--- config.mk ---
export PLATFORM = sky130hd
export DESIGN_NAME = f2i_top
export DESIGN_NICKNAME = d
export VERILOG_FILES = /design/src/rtl/f2i_pkg.sv /design/src/rtl/f2i_top.sv
export VERILOG_INCLUDE_DIRS = /design/src /design/src/rtl
export SDC_FILE = /design/constraint.sdc
export NUM_CORES = 1
export LEC_CHECK = 0
export BUFFER_PORTS_ARGS = -buffer_cell sky130_fd_sc_hd__buf_4
export CORE_UTILIZATION = 45
export CTS_CLUSTER_SIZE = 14
export DETAILED_ROUTE_END_ITERATION = 10
export PLACE_DENSITY = 0.65
export SLEW_MARGIN = 20
export SYNTH_ARGS = -nofsm -noshare
export SYNTH_HDL_FRONTEND = slang
export SYNTH_SLANG_ARGS = --single-unit
export TNS_END_PERCENT = 5
--- constraint.sdc ---
create_clock -name CLK_I -period 5.6 [get_ports CLK_I]
set_clock_uncertainty 0.05 [all_clocks]
set_input_delay 0.56 -clock CLK_I [delete_from_list [all_inputs] [get_ports CLK_I]]
set_output_delay 0.56 -clock CLK_I [all_outputs]
set_load 0.02 [all_outputs]
--- src/rtl/f2i_defines.svh ---
// Constants of the float-to-integer convert and status block.
// Assumes it is included by bare name, once per compilation unit.
// Notes on behaviour
// - First test value is biased exponent minus octal 201.
// - Negative first test: error, zero flag set, zeros delivered.
// - Subtract 16 (short) or 32 (long); zero or more: error, zeros.
// - Second test negative, not minus one: convert without overflow.
// - Second test minus one: keep converting, final sign check decides.
// - Right shift count is width plus 0o201 minus exponent minus one.
// - Fraction bits always truncated, whatever the truncate flag says.
// - Positive result sent as is; negative source is two's-complemented.
// - Result MSB differing from sign: error, trap if trap enabled.
// - Load status copies 16 bits into the status word.
// - Store status returns all 16 status bits.
// - Store exception, register mode: only the exception code.
// - Memory mode: code word then address; code uses low 4 bits.
// - Copy condition codes passes carry, zero, overflow, negative.
// - Single mode clears status bit 7.
// - Double mode sets status bit 7.
// - Short integer mode clears status bit 6.
// - Long integer mode sets status bit 6.
`ifndef F2I_DEFINES_SVH
`define F2I_DEFINES_SVH

// ----------------------------------------------------------------
// Register byte addresses
// ----------------------------------------------------------------
`define F2I_A_STATUS 5'h00
`define F2I_A_SRC_HI 5'h04
`define F2I_A_SRC_LO 5'h08
`define F2I_A_CMD 5'h0C
`define F2I_A_RESULT 5'h10
`define F2I_A_IADDR 5'h14
`define F2I_A_EXC 5'h18

// ----------------------------------------------------------------
// Status word fields
// ----------------------------------------------------------------
`define F2I_ST_ERR 15
`define F2I_ST_TRAP_EN 10
`define F2I_ST_DP 7
`define F2I_ST_LI 6
`define F2I_ST_TRUNC 5
`define F2I_ST_N 3
`define F2I_ST_Z 2
`define F2I_ST_V 1
`define F2I_ST_C 0
`define F2I_ST_RESET 16'h0000

// ----------------------------------------------------------------
// Commands (low nibble of the command word), memory-mode bit
// ----------------------------------------------------------------
`define F2I_OP_CONVERT 4'h1
`define F2I_OP_SINGLE 4'h2
`define F2I_OP_DOUBLE 4'h3
`define F2I_OP_SHORTI 4'h4
`define F2I_OP_LONGI 4'h5
`define F2I_OP_COPYCC 4'h6
`define F2I_OP_STEXC 4'h7
`define F2I_CMD_MEM 8

// ----------------------------------------------------------------
// Conversion constants
// ----------------------------------------------------------------
`define F2I_EXP_BIAS1 9'h081
`define F2I_SHORT_SPAN 9'h010
`define F2I_LONG_SPAN 9'h020
`define F2I_SHORT_W 6'h10
`define F2I_LONG_W 6'h20
`define F2I_EC_CONVERT 4'h6
`define F2I_RESP_OK 2'h0
`define F2I_RESP_ERR 2'h2

`endif

--- src/rtl/f2i_pkg.sv ---
// Types shared by the float-to-integer convert and status block.
// Assumes the defines header is compiled alongside.
package f2i_pkg;

    typedef struct packed {
        logic [31:0] value;
        logic err;
        logic below_one;
    } f2i_conv_t;

    typedef struct packed {
        logic valid;
        logic [2:0] idx;
    } f2i_dec_t;

endpackage : f2i_pkg

--- src/rtl/f2i_top.sv ---
// Float-to-integer store conversion and status word, AXI4-Lite slave.
// Assumes one clock, a host that loads the source and issues commands
// through the command register, and a host that takes TRAP_O.
//
// The register addresses and register access over AXI4-Lite were chosen for this implementation.
`timescale 1ns/1ps
`include "f2i_defines.svh"

module f2i_top
    import f2i_pkg::*;
#(
    parameter int ADDR_W = 5
)
(
    input wire logic CLK_I,
    input wire logic NRST_I,
    input wire logic [ADDR_W-1:0] S_AXI_AWADDR_I,
    input wire logic S_AXI_AWVALID_I,
    output logic S_AXI_AWREADY_O,
    input wire logic [31:0] S_AXI_WDATA_I,
    input wire logic [3:0] S_AXI_WSTRB_I,
    input wire logic S_AXI_WVALID_I,
    output logic S_AXI_WREADY_O,
    output logic [1:0] S_AXI_BRESP_O,
    output logic S_AXI_BVALID_O,
    input wire logic S_AXI_BREADY_I,
    input wire logic [ADDR_W-1:0] S_AXI_ARADDR_I,
    input wire logic S_AXI_ARVALID_I,
    output logic S_AXI_ARREADY_O,
    output logic [31:0] S_AXI_RDATA_O,
    output logic [1:0] S_AXI_RRESP_O,
    output logic S_AXI_RVALID_O,
    input wire logic S_AXI_RREADY_I,
    output logic [3:0] CPU_CC_O,
    output logic CC_VALID_O,
    output logic TRAP_O
);

    // ----------------------------------------------------------------
    // Helpers
    // ----------------------------------------------------------------
    function automatic f2i_dec_t f2i_decode(input logic [ADDR_W-1:0] a);
        f2i_dec_t d;
        d.idx = a[4:2];
        d.valid = (a[1:0] == 2'h0) && (a[4:2] != 3'h7)
            && (ADDR_W == 5 || a[ADDR_W-1:0] < ADDR_W'(32));
        return d;
    endfunction : f2i_decode

    function automatic logic [31:0] f2i_merge(input logic [31:0] old,
        input logic [31:0] nw, input logic [3:0] strb);
        logic [31:0] r;
        r = old;
        for (int b = 0; b < 4; b++)
            if (strb[b])
                r[8*b +: 8] = nw[8*b +: 8];
        return r;
    endfunction : f2i_merge

    function automatic f2i_conv_t f2i_convert(input logic [63:0] s,
        input logic dp, input logic li);
        f2i_conv_t r;
        logic [8:0] t1;
        logic [8:0] t2;
        logic [31:0] mant;
        logic [31:0] mag;
        logic [31:0] ival;
        logic [5:0] w;
        logic [5:0] sh;
        logic msb;
        r = '0;
        w = li ? `F2I_LONG_W : `F2I_SHORT_W;
        // Single source uses only its 23-bit fraction
        mant = dp ? {1'b1, s[54:24]} : {1'b1, s[54:32], 8'h00};
        t1 = {1'b0, s[62:55]} - `F2I_EXP_BIAS1;
        t2 = t1 - (li ? `F2I_LONG_SPAN : `F2I_SHORT_SPAN);
        if (t1[8])
        begin
            r.err = 1'b1;
            r.below_one = 1'b1;
        end
        else if (!t2[8])
            r.err = 1'b1;
        else
        begin
            // t2 of minus one also lands here: sign check decides
            sh = w - 6'(t1) - 6'h01;
            // Shifting drops fraction bits: always truncates
            mag = mant >> (sh + (`F2I_LONG_W - w));
            ival = s[63] ? (32'h0 - mag) : mag;
            if (!li)
                ival = {{16{ival[15]}}, ival[15:0]};
            msb = li ? ival[31] : ival[15];
            r.err = (msb != s[63]);
            r.value = ival;
        end
        return r;
    endfunction : f2i_convert

    // ----------------------------------------------------------------
    // AXI4-Lite write path
    // ----------------------------------------------------------------
    logic aw_full_r;
    logic w_full_r;
    logic [ADDR_W-1:0] awaddr_r;
    logic [31:0] wdata_r;
    logic [3:0] wstrb_r;
    logic bvalid_r;
    logic [1:0] bresp_r;
    logic aw_take;
    logic w_take;
    logic wr_go;
    logic [ADDR_W-1:0] wr_addr;
    logic [31:0] wr_data;
    logic [3:0] wr_strb;
    f2i_dec_t wr_dec;

    assign S_AXI_AWREADY_O = !aw_full_r && !bvalid_r;
    assign S_AXI_WREADY_O = !w_full_r && !bvalid_r;
    assign aw_take = S_AXI_AWVALID_I && S_AXI_AWREADY_O;
    assign w_take = S_AXI_WVALID_I && S_AXI_WREADY_O;
    assign wr_go = (aw_full_r || aw_take) && (w_full_r || w_take);
    assign wr_addr = aw_full_r ? awaddr_r : S_AXI_AWADDR_I;
    assign wr_data = w_full_r ? wdata_r : S_AXI_WDATA_I;
    assign wr_strb = w_full_r ? wstrb_r : S_AXI_WSTRB_I;
    assign wr_dec = f2i_decode(wr_addr);
    assign S_AXI_BVALID_O = bvalid_r;
    assign S_AXI_BRESP_O = bresp_r;

    always_ff @(posedge CLK_I or negedge NRST_I)
    begin
        if (!NRST_I)
        begin
            aw_full_r <= 1'b0;
            w_full_r <= 1'b0;
            awaddr_r <= '0;
            wdata_r <= 32'h0;
            wstrb_r <= 4'h0;
            bvalid_r <= 1'b0;
            bresp_r <= `F2I_RESP_OK;
        end
        else
        begin
            if (wr_go)
            begin
                aw_full_r <= 1'b0;
                w_full_r <= 1'b0;
                bvalid_r <= 1'b1;
                bresp_r <= wr_dec.valid ? `F2I_RESP_OK : `F2I_RESP_ERR;
            end
            else
            begin
                if (aw_take)
                begin
                    aw_full_r <= 1'b1;
                    awaddr_r <= S_AXI_AWADDR_I;
                end
                if (w_take)
                begin
                    w_full_r <= 1'b1;
                    wdata_r <= S_AXI_WDATA_I;
                    wstrb_r <= S_AXI_WSTRB_I;
                end
                if (bvalid_r && S_AXI_BREADY_I)
                    bvalid_r <= 1'b0;
            end
        end
    end

    // ----------------------------------------------------------------
    // Command decode
    // ----------------------------------------------------------------
    logic cmd_go;
    logic [3:0] op;
    logic st_wr;
    f2i_conv_t conv_now;
    logic [15:0] status_r;
    logic [31:0] src_hi_r;
    logic [31:0] src_lo_r;
    logic [31:0] result_r;
    logic [15:0] iaddr_r;
    logic [3:0] exc_code_r;
    logic [15:0] exc_addr_r;
    logic [31:0] st_merged;
    logic [31:0] ia_merged;

    assign cmd_go = wr_go && wr_dec.valid
        && (wr_addr[4:0] == `F2I_A_CMD) && wr_strb[0];
    assign op = wr_data[3:0];
    assign st_wr = wr_go && wr_dec.valid && (wr_addr[4:0] == `F2I_A_STATUS);
    assign conv_now = f2i_convert({src_hi_r, src_lo_r},
        status_r[`F2I_ST_DP], status_r[`F2I_ST_LI]);
    assign st_merged = f2i_merge({16'h0, status_r}, wr_data, wr_strb);
    assign ia_merged = f2i_merge({16'h0, iaddr_r}, wr_data, wr_strb);

    // ----------------------------------------------------------------
    // Status word
    // ----------------------------------------------------------------
    always_ff @(posedge CLK_I or negedge NRST_I)
    begin
        if (!NRST_I)
            status_r <= `F2I_ST_RESET;
        else if (st_wr)
            status_r <= st_merged[15:0];
        else if (cmd_go)
        begin
            case (op)
                `F2I_OP_SINGLE: status_r[`F2I_ST_DP] <= 1'b0;
                `F2I_OP_DOUBLE: status_r[`F2I_ST_DP] <= 1'b1;
                `F2I_OP_SHORTI: status_r[`F2I_ST_LI] <= 1'b0;
                `F2I_OP_LONGI: status_r[`F2I_ST_LI] <= 1'b1;
                `F2I_OP_CONVERT:
                begin
                    // Error flag stays set until software reloads status
                    if (conv_now.err)
                        status_r[`F2I_ST_ERR] <= 1'b1;
                    status_r[`F2I_ST_N] <= conv_now.value[31];
                    status_r[`F2I_ST_Z] <= (conv_now.value == 32'h0)
                        || conv_now.below_one;
                    status_r[`F2I_ST_V] <= 1'b0;
                    status_r[`F2I_ST_C] <= 1'b0;
                end
                default: status_r <= status_r;
            endcase
        end
    end

    // ----------------------------------------------------------------
    // Source operand and instruction address
    // ----------------------------------------------------------------
    always_ff @(posedge CLK_I or negedge NRST_I)
    begin
        if (!NRST_I)
        begin
            src_hi_r <= 32'h0;
            src_lo_r <= 32'h0;
            iaddr_r <= 16'h0;
        end
        else if (wr_go && wr_dec.valid)
        begin
            if (wr_addr[4:0] == `F2I_A_SRC_HI)
                src_hi_r <= f2i_merge(src_hi_r, wr_data, wr_strb);
            if (wr_addr[4:0] == `F2I_A_SRC_LO)
                src_lo_r <= f2i_merge(src_lo_r, wr_data, wr_strb);
            if (wr_addr[4:0] == `F2I_A_IADDR)
                iaddr_r <= ia_merged[15:0];
        end
    end

    // ----------------------------------------------------------------
    // Result and exception registers
    // ----------------------------------------------------------------
    always_ff @(posedge CLK_I or negedge NRST_I)
    begin
        if (!NRST_I)
        begin
            result_r <= 32'h0;
            exc_code_r <= 4'h0;
            exc_addr_r <= 16'h0;
        end
        else if (cmd_go && op == `F2I_OP_CONVERT)
        begin
            // Range errors deliver zeros; a failed sign check keeps value
            result_r <= conv_now.value;
            if (conv_now.err)
            begin
                exc_code_r <= `F2I_EC_CONVERT;
                exc_addr_r <= iaddr_r;
            end
        end
        else if (cmd_go && op == `F2I_OP_STEXC)
        begin
            if (wr_data[`F2I_CMD_MEM])
                result_r <= {exc_addr_r, 12'h000, exc_code_r};
            else
                result_r <= {28'h0, exc_code_r};
        end
    end

    // ----------------------------------------------------------------
    // Host condition codes and trap
    // ----------------------------------------------------------------
    always_ff @(posedge CLK_I or negedge NRST_I)
    begin
        if (!NRST_I)
        begin
            CPU_CC_O <= 4'h0;
            CC_VALID_O <= 1'b0;
            TRAP_O <= 1'b0;
        end
        else
        begin
            CC_VALID_O <= cmd_go && op == `F2I_OP_COPYCC;
            if (cmd_go && op == `F2I_OP_COPYCC)
                CPU_CC_O <= {status_r[`F2I_ST_N], status_r[`F2I_ST_Z],
                    status_r[`F2I_ST_V], status_r[`F2I_ST_C]};
            TRAP_O <= cmd_go && op == `F2I_OP_CONVERT && conv_now.err
                && status_r[`F2I_ST_TRAP_EN];
        end
    end

    // ----------------------------------------------------------------
    // AXI4-Lite read path
    // ----------------------------------------------------------------
    logic rvalid_r;
    logic [31:0] rdata_r;
    logic [1:0] rresp_r;
    f2i_dec_t rd_dec;
    logic [31:0] rd_val;

    assign S_AXI_ARREADY_O = !rvalid_r;
    assign S_AXI_RVALID_O = rvalid_r;
    assign S_AXI_RDATA_O = rdata_r;
    assign S_AXI_RRESP_O = rresp_r;
    assign rd_dec = f2i_decode(S_AXI_ARADDR_I);

    always_comb
    begin
        case (S_AXI_ARADDR_I[4:0])
            `F2I_A_STATUS: rd_val = {16'h0, status_r};
            `F2I_A_SRC_HI: rd_val = src_hi_r;
            `F2I_A_SRC_LO: rd_val = src_lo_r;
            `F2I_A_RESULT: rd_val = result_r;
            `F2I_A_IADDR: rd_val = {16'h0, iaddr_r};
            `F2I_A_EXC: rd_val = {exc_addr_r, 12'h000, exc_code_r};
            default: rd_val = 32'h0;
        endcase
    end

    always_ff @(posedge CLK_I or negedge NRST_I)
    begin
        if (!NRST_I)
        begin
            rvalid_r <= 1'b0;
            rdata_r <= 32'h0;
            rresp_r <= `F2I_RESP_OK;
        end
        else if (S_AXI_ARVALID_I && !rvalid_r)
        begin
            rvalid_r <= 1'b1;
            rdata_r <= rd_dec.valid ? rd_val : 32'h0;
            rresp_r <= rd_dec.valid ? `F2I_RESP_OK : `F2I_RESP_ERR;
        end
        else if (rvalid_r && S_AXI_RREADY_I)
            rvalid_r <= 1'b0;
    end

    // ----------------------------------------------------------------
    // Assertions
    // ----------------------------------------------------------------
    logic cv;
    logic [7:0] ex;
    assign cv = cmd_go && op == `F2I_OP_CONVERT;
    assign ex = src_hi_r[30:23];
endmodule : f2i_top

==> run summary, run 1 <==
The run finished, with violations left. The checks that failed: negative hold slack. The endpoint identified for the worst register-to-register timing path is exc_addr_r[15]$_DFFE_PN0N_. Tracing the worst setup path back leads to its startpoint at src_hi_r[23]$_DFFE_PN0P_. The tightest hold margin came out at -0.0174 ns. The slowest library cell on the worst path is or4b_4. The total inserted antenna cells came out at 0. The worst path arrival time came out at between 5 and 6 ns. The first-pass iteration count of the detailed router came out at 6. The horizontal extent of the die is between 150 and 200 um.

The aggregate global routing overflow is 0. The capture point of the worst path is exc_addr_r[15]$_DFFE_PN0N_. The number of global-route vias before repair came out at around 12k.

The final count of hold timing violations is 4. The biggest area contributor in the post-synthesis netlist is dfrtp_1. The routed wirelength normalized by instance count came out at approximately 24 um. By area the synthesized netlist is led by dfrtp_1 (42%), nand2_1 (6.6%), mux2_2 (6.3%). Clock-pin slew was measured on the worst setup and hold paths at 0.06 ns. The routability congestion estimate from global placement came out at between 0.9 and 1. In this run the register-to-register setup slack is 0.16 ns.

The total routing usage reported by global routing is 31.1%. The number of sinks on the clock net is 230. TritonCTS built the clock tree. The tightest slew margin relative to the limit came out at between 30% and 40%. The commonest register cell after synthesis is dfrtp_1. The number of port buffers is 97.

The initial utilization of the core area, before any placement, comes to between 40% and 50%. Setup violations remaining at the end of the flow were counted as 0. The share of synthesized registers carrying an async set or reset is between 90% and 100%. The layout-stage area growth over the synthesis result came out at 20.4%. The post-placement cell area is about 16000 um^2. The number of instances in the synthesized netlist is 1461.

With fillers left out, the area of the finished cells amounts to ~17000 um^2. The mean cell area of the mapped netlist is between 9 and 10 um^2. The signal on the critical path passes through inv_2 > ha_2 > nand2_1 > xor2_2 > ha_1 > xor2_1 > ha_1 > ha_4 > buf_4 > xnor2_4 > buf_4 > nand3_1 > o211ai_1 > o22ai_2 > a21bo_4 > or4b_4 > nor3_2 > a211oi_1 > a211oi_2 > a21boi_1 > buf_4 > or2_1 > buf_12 > mux2_2. The root cell of the clock tree is clkbuf_16. The Yosys step of the flow raised 0 warnings. The classification of the worst-slack hold path is in2async. nand2_1 is the most common cell in the netlist. The later pin in the worst-skew pair is clocked with a latency of approximately 0.54 ns. The iteration-0 DRC count of the detailed router is approximately 1.1k.

The peak clock frequency supported by timing came out at about 0.18 GHz. The final routed wirelength across all metal layers came out at 48100 um. STA classifies the critical path endpoint as a flip-flop. The half-perimeter wire length after placement is ~36000 um. The startpoint class of the critical path is a flip-flop. The cell row count came out at between 60 and 70. The largest fanout of any net on the critical path came out at 17. The first-pass GRT wire length came out at between 70000 and 80000 um.

The depth of the most critical reg-to-reg path came out at 24. The fraction of post-synthesis cell area in the top cell type by area is about two fifths. The startpoint identified for the worst register-to-register timing path is src_hi_r[23]$_DFFE_PN0P_.

By startpoint and endpoint, the worst setup path is classified as reg2reg. 100 I/O pins were placed. The maximum clock insertion buffer count came out at 3.

The synthesized design contains 0 enable-type register cells. The pin count of the biggest net entering global routing is about 130. The floorplan step set the die height to between 150 and 200 um. Sequential elements use between 40% and 50% of the synthesized area. Of the cells placed in the final design, the portion with a size suffix greater than 1 is between 20% and 30%. Counting distinct cell types in the post-synthesis netlist gives 90. The final clock period utilization by the worst path came out at around 97%.

In this design, the stage delay of the slowest critical-path cell is 0.55 ns. The total vias in the final route is 12.4k. The count of maximum capacitance violations came out at 0.

The overall die area came out at approximately 31000 um^2. The initial antenna violation count is 0. The commonest cells after synthesis are nand2_1 (242), dfrtp_1 (230), o21ai_0 (169). The clock period could shrink to 5.44 ns. The level count of the clock H-tree is 1.

The transition time at the pin with the least slew margin is between 1 and 1.5 ns. The most numerous cell type found on the critical path is buf_4. Setup repair after global routing could not meet its margin everywhere. The final number of max-transition violations came out at 0. The placeable core region is about 30000 um^2. The count of nets left with antenna violations once routing finished came out at 0.

The register bit total from synthesis came out at 230. The number of nets in the final layout came out at ~1.7k. The data required time at the worst endpoint came out at around 6.0 ns. The total clock buffers created by CTS is 26. The area of the mapped netlist is between 10000 and 15000 um^2. The post-detailed-route DRC marker count came out at 0. After detailed routing, the number of vias per cell comes to 6.15. The cts-stage hold buffer count is 0.
==> flip-flops by register name, summed over array words and instances (netlist names), 16 cells and up <==
name           flops
src_hi_r          32
iaddr_r           16
exc_addr_r        16
status_r          16
result_r          32
src_lo_r          32
S_AXI_RDATA_O     32
wdata_r           32
==> cells in the final DEF, fill, tap and decap left out, types with 11 or more instances in the layout <==
master and count:
o21ai_0 168, a22o_1 34, o22ai_1 14, nand3_1 32, buf_4 207, nor2_1 82
clkbuf_16 26, mux2i_1 78, inv_1 13, mux2_2 77, xnor2_1 18, mux4_2 16
xor2_1 12, a221oi_1 30, nor3_1 15, dfrtp_1 229, a22oi_1 11, nand2_1 239
a21oi_1 57
==> worst max-delay path: cells and delay by family, from the launching register on <==
family / cells / cell delay, ns
simple gates: 5 / 1.18
fa+ha+maj: 4 / 1.07
compound gates: 6 / 1.06
buf+inv: 5 / 0.74
xor+xnor: 3 / 0.47
flops: 1 / 0.40
mux: 1 / 0.34
==> worst min path at each step <==
stage | startpoint | to | slack, ns | cells after the start
finish | NRST_I | result_r[11]$_DFFE_PN0P_ | -0.02 | 1
global route | NRST_I | result_r[12]$_DFFE_PN0P_ | 0.08 | 1
CTS | NRST_I | result_r[11]$_DFFE_PN0P_ | 0.05 | 1
detailed placement | result_r[6]$_DFFE_PN0P_ | result_r[6]$_DFFE_PN0P_ | 0.41 | 2
global placement | result_r[6]$_DFFE_PN0P_ | result_r[6]$_DFFE_PN0P_ | 0.40 | 2
floorplan | NRST_I | CC_VALID_O$_DFF_PN0_ | 0.21 | 0
==> timing repair <==
item,in CTS,in global routing
pin swaps,0,13
resized for setup,4,32
endpoints found under the setup margin,29,30
setup buffers,0,5
==> per-stage QoR <==
stage | util, % | std cells | hold slack, ns | TNS (ns) | setup slack (ns)
after detailed placement | 51.9 | 1965 | 0.411 | -2.21 | -0.285
final | 55.5 | 2016 | -0.0174 | 0 | 0.162
after CTS | 54.8 | 2011 | 0.0508 | 0 | 0.0275
after floorplan | - | 1462 | 0.214 | 0 | 0.00320
after global placement | 51.9 | 1965 | 0.404 | -2.13 | -0.253
after global routing | 55.5 | 2016 | 0.0817 | -0.0194 | -0.0154
==> area by class of cell <==
type	count	area [um^2]
Clock buffer	40	753
Clock inverter	6	91.3
Fill cell	2655	13300
Inverter	16	60.1
Multi-Input combinational cell	1119	7760
Sequential cell	230	5760
Tap cell	390	488
Timing Repair Buffer	215	1680
==> logic make-up (layout without fill, tap and decap cells) <==
family / count (synthesis) / in the layout / share of synthesized area [%]
and+or+nand+nor: 469 / 469 / 15.5
AOI/OAI and AO/OA: 422 / 422 / 20.2
DFF: 230 / 230 / 41.8
muxes: 181 / 181 / 15.7
buffers and inverters: 113 / 277 / 3.52
xor gates and xnor gates: 34 / 34 / 2.26
adders and majority gates: 11 / 11 / 1.05
other: 1 / 2 / 0.0272
==> metal layers <==
metal  global-route usage, %  up-vias  share of wire (%)
li1                        -     5663                  -
met1                    43.9     6162                 45
met2                    50.1      485                 46
met3                    3.03       91                5.4
met4                    10.1        0                3.4
met5                       0        -                  0
Power of run 1 is not shown: default switching activity piles up to over one toggle a cycle in this logic, so the estimate is an artifact.
==> run 2, diff against run 1 <==
==> constraint.sdc (replaced) <==
create_clock -name CLK_I -period 4.9 [get_ports CLK_I]
set_clock_uncertainty 0.05 [all_clocks]
set_input_delay 0.49 -clock CLK_I [delete_from_list [all_inputs] [get_ports CLK_I]]
set_output_delay 0.49 -clock CLK_I [all_outputs]
set_load 0.02 [all_outputs]
==> run summary, run 2 (synthesis results as in run 1) <==
The path with the worst hold slack has its endpoint at S_AXI_BVALID_O$_DFFE_PN0P_. The die covers roughly 31000 um^2. The run finished, with violations left. The final count of hold timing violations came out at 0. The worst register-to-register path ends at exc_addr_r[1]$_DFFE_PN0N_. The depth of the most critical reg-to-reg path is 22. The family of cells with the greatest summed delay on the critical path is compound AO/OA/AOI/OAI gates.

The worst setup slack for register-to-register paths came out at -0.38 ns. The worst setup path is launched from a flip-flop. Detailed routing inserted a total of 12.8k vias. The largest fanout of any net on the critical path is 6. The number of filler instances in the final layout is around 2.6k.

CTS built an H-tree with a depth of 1. The maximum clock insertion buffer count came out at 3. The final number of max-transition violations came out at 0. In this run the vertical extent of the chip is about 180 um. The final reports fail on negative setup slack. At the worst endpoint, the arrival time is between 5 and 6 ns. The final routed wirelength across all metal layers is ~50000 um. Across all setup checks in the final design, the least slack found is -0.385 ns. The remaining antenna violation count is 0.

The tightest min-delay check is of the in2reg type. The first global-routing pass estimated about 76000 um of wire. Traced cell by cell, the critical path runs through inv_8 > ha_4 > nand2_4 > xor2_2 > ha_1 > xor2_1 > ha_1 > ha_4 > xor2_4 > buf_6 > nor2_2 > a22o_1 > a2bb2oi_1 > buf_4 > a2111oi_4 > nand2_4 > or3_4 > a211oi_2 > a21boi_4 > or2_4 > clkbuf_16 > mux2_2. The layout-stage area growth over the synthesis result is 28.9%. The clock period minus final worst setup slack is around 5.3 ns.

The number of port buffers is a little under 100. The startpoint identified for the worst register-to-register timing path is src_hi_r[23]$_DFFE_PN0P_. The peak clock frequency supported by timing is 0.189 GHz. The per-cell via count in the routed design came out at just over 6.

TritonCTS built the clock tree. The horizontal extent of the die came out at around 180 um. The pin count of the biggest net entering global routing is between 150 and 200.

The post-route netlist has between 30% and 40% of its cells at a drive strength greater than 1. The root cell of the clock tree is clkbuf_16. The tightest hold margin came out at just under 0.06 ns.

The number of nets in the final layout came out at 1772. For the pin with the worst max-slew slack, the measured transition is between 1 and 1.5 ns. The total setup violations reported at the end of the flow is 37. The initial antenna violation count was 0. The cell row count came out at 63. Leaving out fill and tap cells, the most frequent cell in the layout is buf_4. The insertion delay of the later-clocked pin in the worst-skew pair came out at 0.57 ns.

The nature of the critical path endpoint is a flip-flop. The clock drives between 200 and 250 sinks. Global routing finished with a remaining overflow of 0. The final clock period utilization by the worst path is 108%. The slowest library cell on the worst path is dfrtp_2.

Once the floorplan was initialized, standard cells occupied between 40% and 50% of the core. Leaving out fill and tap cells, the most frequent cells in the layout are buf_4 (298), nand2_1 (239), dfrtp_1 (228), o21ai_0 (163), nor2_1 (80). The first-pass iteration count of the detailed router is 5. The post-detailed-route DRC marker count came out at 0. The routed wirelength normalized by instance count is between 20 and 25 um.

Clock-pin slew was measured on the worst setup and hold paths at roughly 0.060 ns. The iteration-0 DRC count of the detailed router is roughly 1.3k. The worst hold path cell count is 2. The tool flagged a number of max-cap violations equal to 0.

The total clock buffers created by CTS came out at 25. The worst setup path is of the reg2reg kind. The data required time at the worst endpoint is about 5.3 ns.

Setup repair after global routing could not meet its margin everywhere. The placeable core region came out at between 20000 and 30000 um^2. The launch instance of the worst min-delay path is S_AXI_BREADY_I. The count of pins on the block boundary is 100. The routability congestion estimate from global placement came out at 0.988. The longest individual stage delay on the worst path is roughly 0.45 ns. The total routing usage reported by global routing came out at between 30% and 40%.

The half-perimeter wire length after placement is 37500 um. The repair_antennas step left the layout with diodes totalling 0. The number of global-route vias before repair came out at 12.5k. Together, buffers and inverters on the worst path number 4.

The tightest slew margin relative to the limit came out at between 20 and 30%.
==> run 2: cell types whose count changed in the layout (fill, tap and decap cells not counted), moves of 5 or more <==
cell      previous run  this run
clkbuf_8             5        10
nand3_1             32        25
clkbuf_1             9         4
buf_4              207       298
o21ai_0            168       163
nand3_2              0         7
==> run 2: repair_timing <==
item,CTS,global route
setup buffers,4,10
resized for setup,28,62
hold buffers,1,0
cloned,1,2
setup endpoints to repair,38,43
pin swaps,11,28
endpoints found under the hold margin,66,0
==> run 2: routing by layer <==
| metal | vias to the layer above | share of wire, % | wire (um) | GRT usage, % |
|---|---|---|---|---|
| li1 | 5860 | - | - | - |
| met1 | 6385 | 44 | 21700 | 44.8 |
| met2 | 442 | 47 | 23400 | 52.0 |
| met3 | 82 | 6.2 | 3070 | 4.21 |
| met4 | 0 | 2.9 | 1440 | 9.70 |
| met5 | - | 0 | 0 | 0 |
==> run 2: worst reg2reg max path, stage by stage, from the launching register on <==
cell and delay [ns]:
dfrtp_2 0.45, inv_8 0.07, ha_4 0.15, nand2_4 0.05, xor2_2 0.15, ha_1 0.29, xor2_1 0.16, ha_1 0.34
ha_4 0.32, xor2_4 0.21, buf_6 0.15, nor2_2 0.05, a22o_1 0.26, a2bb2oi_1 0.14, buf_4 0.14, a2111oi_4 0.38
nand2_4 0.17, or3_4 0.43, a211oi_2 0.20, a21boi_4 0.28, or2_4 0.24, clkbuf_16 0.17, mux2_2 0.32
==> run 2: worst max path at each step <==
stage / cells past startpoint / startpoint / endpoint
after detailed placement: 17 / src_hi_r[23]$_DFFE_PN0P_ / exc_addr_r[3]$_DFFE_PN0N_
after floorplan: 23 / src_hi_r[23]$_DFFE_PN0P_ / exc_addr_r[10]$_DFFE_PN0N_
after global routing: 19 / src_hi_r[23]$_DFFE_PN0P_ / exc_addr_r[15]$_DFFE_PN0N_
after global placement: 17 / src_hi_r[23]$_DFFE_PN0P_ / exc_addr_r[1]$_DFFE_PN0N_
after CTS: 22 / src_hi_r[23]$_DFFE_PN0P_ / exc_addr_r[15]$_DFFE_PN0N_
final: 22 / src_hi_r[23]$_DFFE_PN0P_ / exc_addr_r[1]$_DFFE_PN0N_
==> run 2: stage by stage <==
| step | area (um^2) | worst slack, ns | setup TNS (ns) | util [%] | cells |
|---|---|---|---|---|---|
| floorplan | 13900 | -0.170 | -1.96 | - | 1462 |
| global placement | 16300 | -0.439 | -11.95 | 54.5 | 2053 |
| detailed placement | 16300 | -0.531 | -14.60 | 54.5 | 2053 |
| CTS | 17300 | -0.363 | -9.18 | 57.9 | 2104 |
| global route | 17800 | -0.548 | -16.43 | 59.4 | 2116 |
| finish | 17800 | -0.385 | -9.27 | 59.4 | 2116 |
==> run 2: layout make-up <==
cell class | count | area [um^2] | area share [%]
Multi-Input combinational cell | 1119 | 8060 | 45.4
Sequential cell | 230 | 5760 | 32.4
Timing Repair Buffer | 316 | 2550 | 14.3
Clock buffer | 39 | 778 | 4.38
Tap cell | 390 | 488 | 2.75
Inverter | 16 | 67.6 | 0.380
Clock inverter | 6 | 55.1 | 0.310
Power of run 2 is left out for the same reason.
==> run 3, diff against run 2 <==
--- a/config.mk
+++ b/config.mk
@@ -6,6 +6,7 @@
 export SDC_FILE = /design/constraint.sdc
 export NUM_CORES = 1
 export LEC_CHECK = 0
+export ABC_AREA = 1
 export BUFFER_PORTS_ARGS = -buffer_cell sky130_fd_sc_hd__buf_4
 export CORE_UTILIZATION = 45
 export CTS_CLUSTER_SIZE = 14
==> run summary, run 3 <==
The pin count of the biggest net entering global routing came out at roughly 100. The first global-routing pass estimated 72500 um of wire. TritonCTS built the clock tree.

The min-delay analysis places its worst path in the category in2reg. The fraction of post-synthesis cell area in the top cell type by area is 42.5%. Setup repair after global routing could not meet its margin everywhere. The final routed wirelength across all metal layers is about 46000 um.

Among the stages of the critical path, the cell type that occurs most often is nand2_1. Leaving out fill and tap cells, the most frequent cells in the layout are nand2_1 (607), dfrtp_1 (229), nand3_1 (224), o21ai_0 (217), buf_4 (169). The total routing usage reported by global routing came out at a little under a third. The level count of the clock H-tree is 1. The post-placement cell count is 2357.

The largest fanout of any net on the critical path is 7. At the pin with the least slew margin, the transition time is around 1.0 ns. The number of global-route vias before repair is 12.9k. The total clock buffers created by CTS came out at 26.

The number of warnings reported in the yosys synthesis log came out at 0. Leaving out filler cells and counting taps, the final layout contains between 2k and 2.5k. The chip height is 175 um. Along the worst hold path, the cell count comes to 2. The ratio of cells with drive above 1 in the final layout came out at 15.7%.

The routability congestion estimate from global placement came out at about 1. The insertion delay of the later-clocked pin in the worst-skew pair is between 0.5 and 0.6 ns. The horizontal extent of the die is between 150 and 200 um. For the finished layout, the period the worst path requires is ~4.6 ns. The number of nets in the final layout is between 2k and 2.5k. The nature of the critical path endpoint is a flip-flop. The number of instances in the synthesized netlist is about 1.9k. Prior to clock tree synthesis, the placed netlist has a worst setup slack of -0.476 ns.

The sequential area share after synthesis is between 40% and 50%. The worst path buffer plus inverter count came out at 4. The netlist uses 52 different library cells. The number of filler instances in the final layout is ~3k. After the first detailed-routing iteration, the DRC count stood at approximately 1.4k.

The count of maximum capacitance violations came out at 0. The remaining antenna violation count came out at 0. The worst setup path is of the reg2reg kind. The peak clock frequency supported by timing is ~0.22 GHz.

On the critical path the largest part of the delay comes from simple AND/OR/NAND/NOR gates. The final count of hold timing violations is 0. The die covers ~31000 um^2.

The initial antenna violation count came out at 0. The half-perimeter wire length after placement came out at between 30000 and 40000 um. The flow ran to the end, and the final reports show no timing, DRC or antenna violations.

Measured against its own limit, the worst slew margin works out to 30.2%. The routed wirelength normalized by instance count is roughly 19 um. The count of pins on the block boundary is 100. After layout, the worst path uses between 90% and 100% of the clock period.

The per-cell via count in the routed design came out at roughly 5.7. The post-route core utilization came out at 54.1%. Yosys attributes the largest share of cell area to dfrtp_1 (43%), nand2_1 (17%), nand3_1 (8.6%).

Clock tree synthesis selected as its root buffer the cell clkbuf_16. The final number of max-transition violations came out at 0. The aggregate global routing overflow came out at 0. The worst register-to-register path ends at status_r[2]$_DFFE_PN0P_. The most critical setup path has its startpoint at src_hi_r[23]$_DFFE_PN0P_. The capture endpoint of the worst hold path is S_AXI_BVALID_O$_DFFE_PN0P_.

Summing every instance area after synthesis gives around 14000 um^2. The worst setup path is launched from a flip-flop. Ranked by instance count, the synthesized netlist is headed by nand2_1 (615), nand3_1 (232), dfrtp_1 (230). The most common cell in the netlist is nand2_1.

The library cell used most frequently in the layout, excluding fill and tap cells, is nand2_1. The first detailed-routing pass took 6 iterations. The maximum clock insertion buffer count came out at 3. Buffers placed on the I/O ports in this run total just under 100. The core region is around 30000 um^2. The final critical-path setup slack came out at a little under 0.3 ns. The total vias in the final route came out at roughly 14k.

The layout-stage area growth over the synthesis result came out at 18.5%. The total inserted antenna cells is 0. The share of synthesized registers carrying an async set or reset is between 90% and 100%. The register bit total from synthesis is 230.

The commonest register cell after synthesis is dfrtp_1. The starting density of the core came out at between 40 and 50%. The longest individual stage delay on the worst path is about 0.36 ns. The number of cells on the critical path is 30. On the critical path, the stage with the largest delay is an instance of dfrtp_1.

The worst path arrival time is about 5 ns. The count of flip-flops with a built-in enable after synthesis is 0. The number of sinks on the clock net is 230. The total setup violations reported at the end of the flow came out at 0. After clock tree synthesis, the clock-pin slew on the worst setup and hold paths is 0.06 ns.

The biggest area contributor in the post-synthesis netlist is dfrtp_1. The mean cell area of the mapped netlist is 7.17 um^2. The launch instance of the worst min-delay path is S_AXI_BREADY_I. In this run the register-to-register setup slack is approximately 0.30 ns. For the worst setup path, the data required time is ~5.3 ns. The cell row count came out at 63. The startpoint identified for the worst register-to-register timing path is src_hi_r[23]$_DFFE_PN0P_. Counting cells, the worst reg-to-reg path comes to 30. The post-detailed-route DRC marker count came out at 0.
run 3: cell count changes after synthesis, moves of 38 or more:
cell     change
o21ai_0     +57
nor2_1      +40
mux2i_1     -66
mux2_2      -56
inv_1      +129
nand3_1    +200
nand2_1    +373
a21oi_1     -38
run 3: layout make-up:
type | count | area (um^2) | area share (%)
multi-input combinational | 1417 | 6990 | 43.6
clock buffer | 34 | 721 | 4.49
clock inverter | 12 | 131 | 0.819
timing repair buffer | 176 | 1380 | 8.58
sequential | 230 | 5760 | 35.9
tap | 390 | 488 | 3.04
inverter | 152 | 576 | 3.59
run 3: layer usage:
layer | GRT usage [%] | wire, um | vias to the layer above
li1 | - | - | 6483
met1 | 42.7 | 20400 | 6535
met2 | 48.2 | 20900 | 579
met3 | 4.48 | 3510 | 115
met4 | 9.71 | 1600 | 0
met5 | 0 | 0 | -
run 3: cell families after synthesis:
group / Yosys count / share of synthesized area [%]
other: 1 / 0.0277
AND/OR/NAND/NOR: 1028 / 31.8
XOR/XNOR: 5 / 0.324
multiplexers: 33 / 2.64
buffers and inverters: 244 / 7.53
adder cells (fa/ha/maj): 11 / 1.07
AO/OA/AOI/OAI: 335 / 14.1
flip-flops: 230 / 42.5
run 3: repair_timing:
item                       4_1_cts  5_1_grt
hold endpoints to repair        94        0
pin swaps                        0        7
cloned                           0        3
hold buffers                     1        0
gates resized for setup          6       47
buffers inserted                 0        4
setup endpoints to repair        1       16
run 3: worst max-delay path by stage:
stage / slack [ns] / to
4_1_cts: 0.02 / status_r[2]$_DFFE_PN0P_
2_1_floorplan: 0.41 / status_r[2]$_DFFE_PN0P_
6_report: 0.30 / status_r[2]$_DFFE_PN0P_
3_3_place_gp: -0.48 / status_r[2]$_DFFE_PN0P_
5_1_grt: -0.003 / status_r[2]$_DFFE_PN0P_
3_5_place_dp: -0.48 / status_r[2]$_DFFE_PN0P_
run 3: per-stage QoR:
step | setup TNS, ns | hold slack (ns) | cell area, um^2
floorplan | 0 | 0.144 | 13500
global placement | -0.483 | 0.416 | 14900
detailed placement | -0.476 | 0.418 | 14900
CTS | 0 | 0.0473 | 15800
global route | -0.00298 | 0.0673 | 16000
finish | 0 | 0.0599 | 16000
Power of run 3 is left out for the same reason.
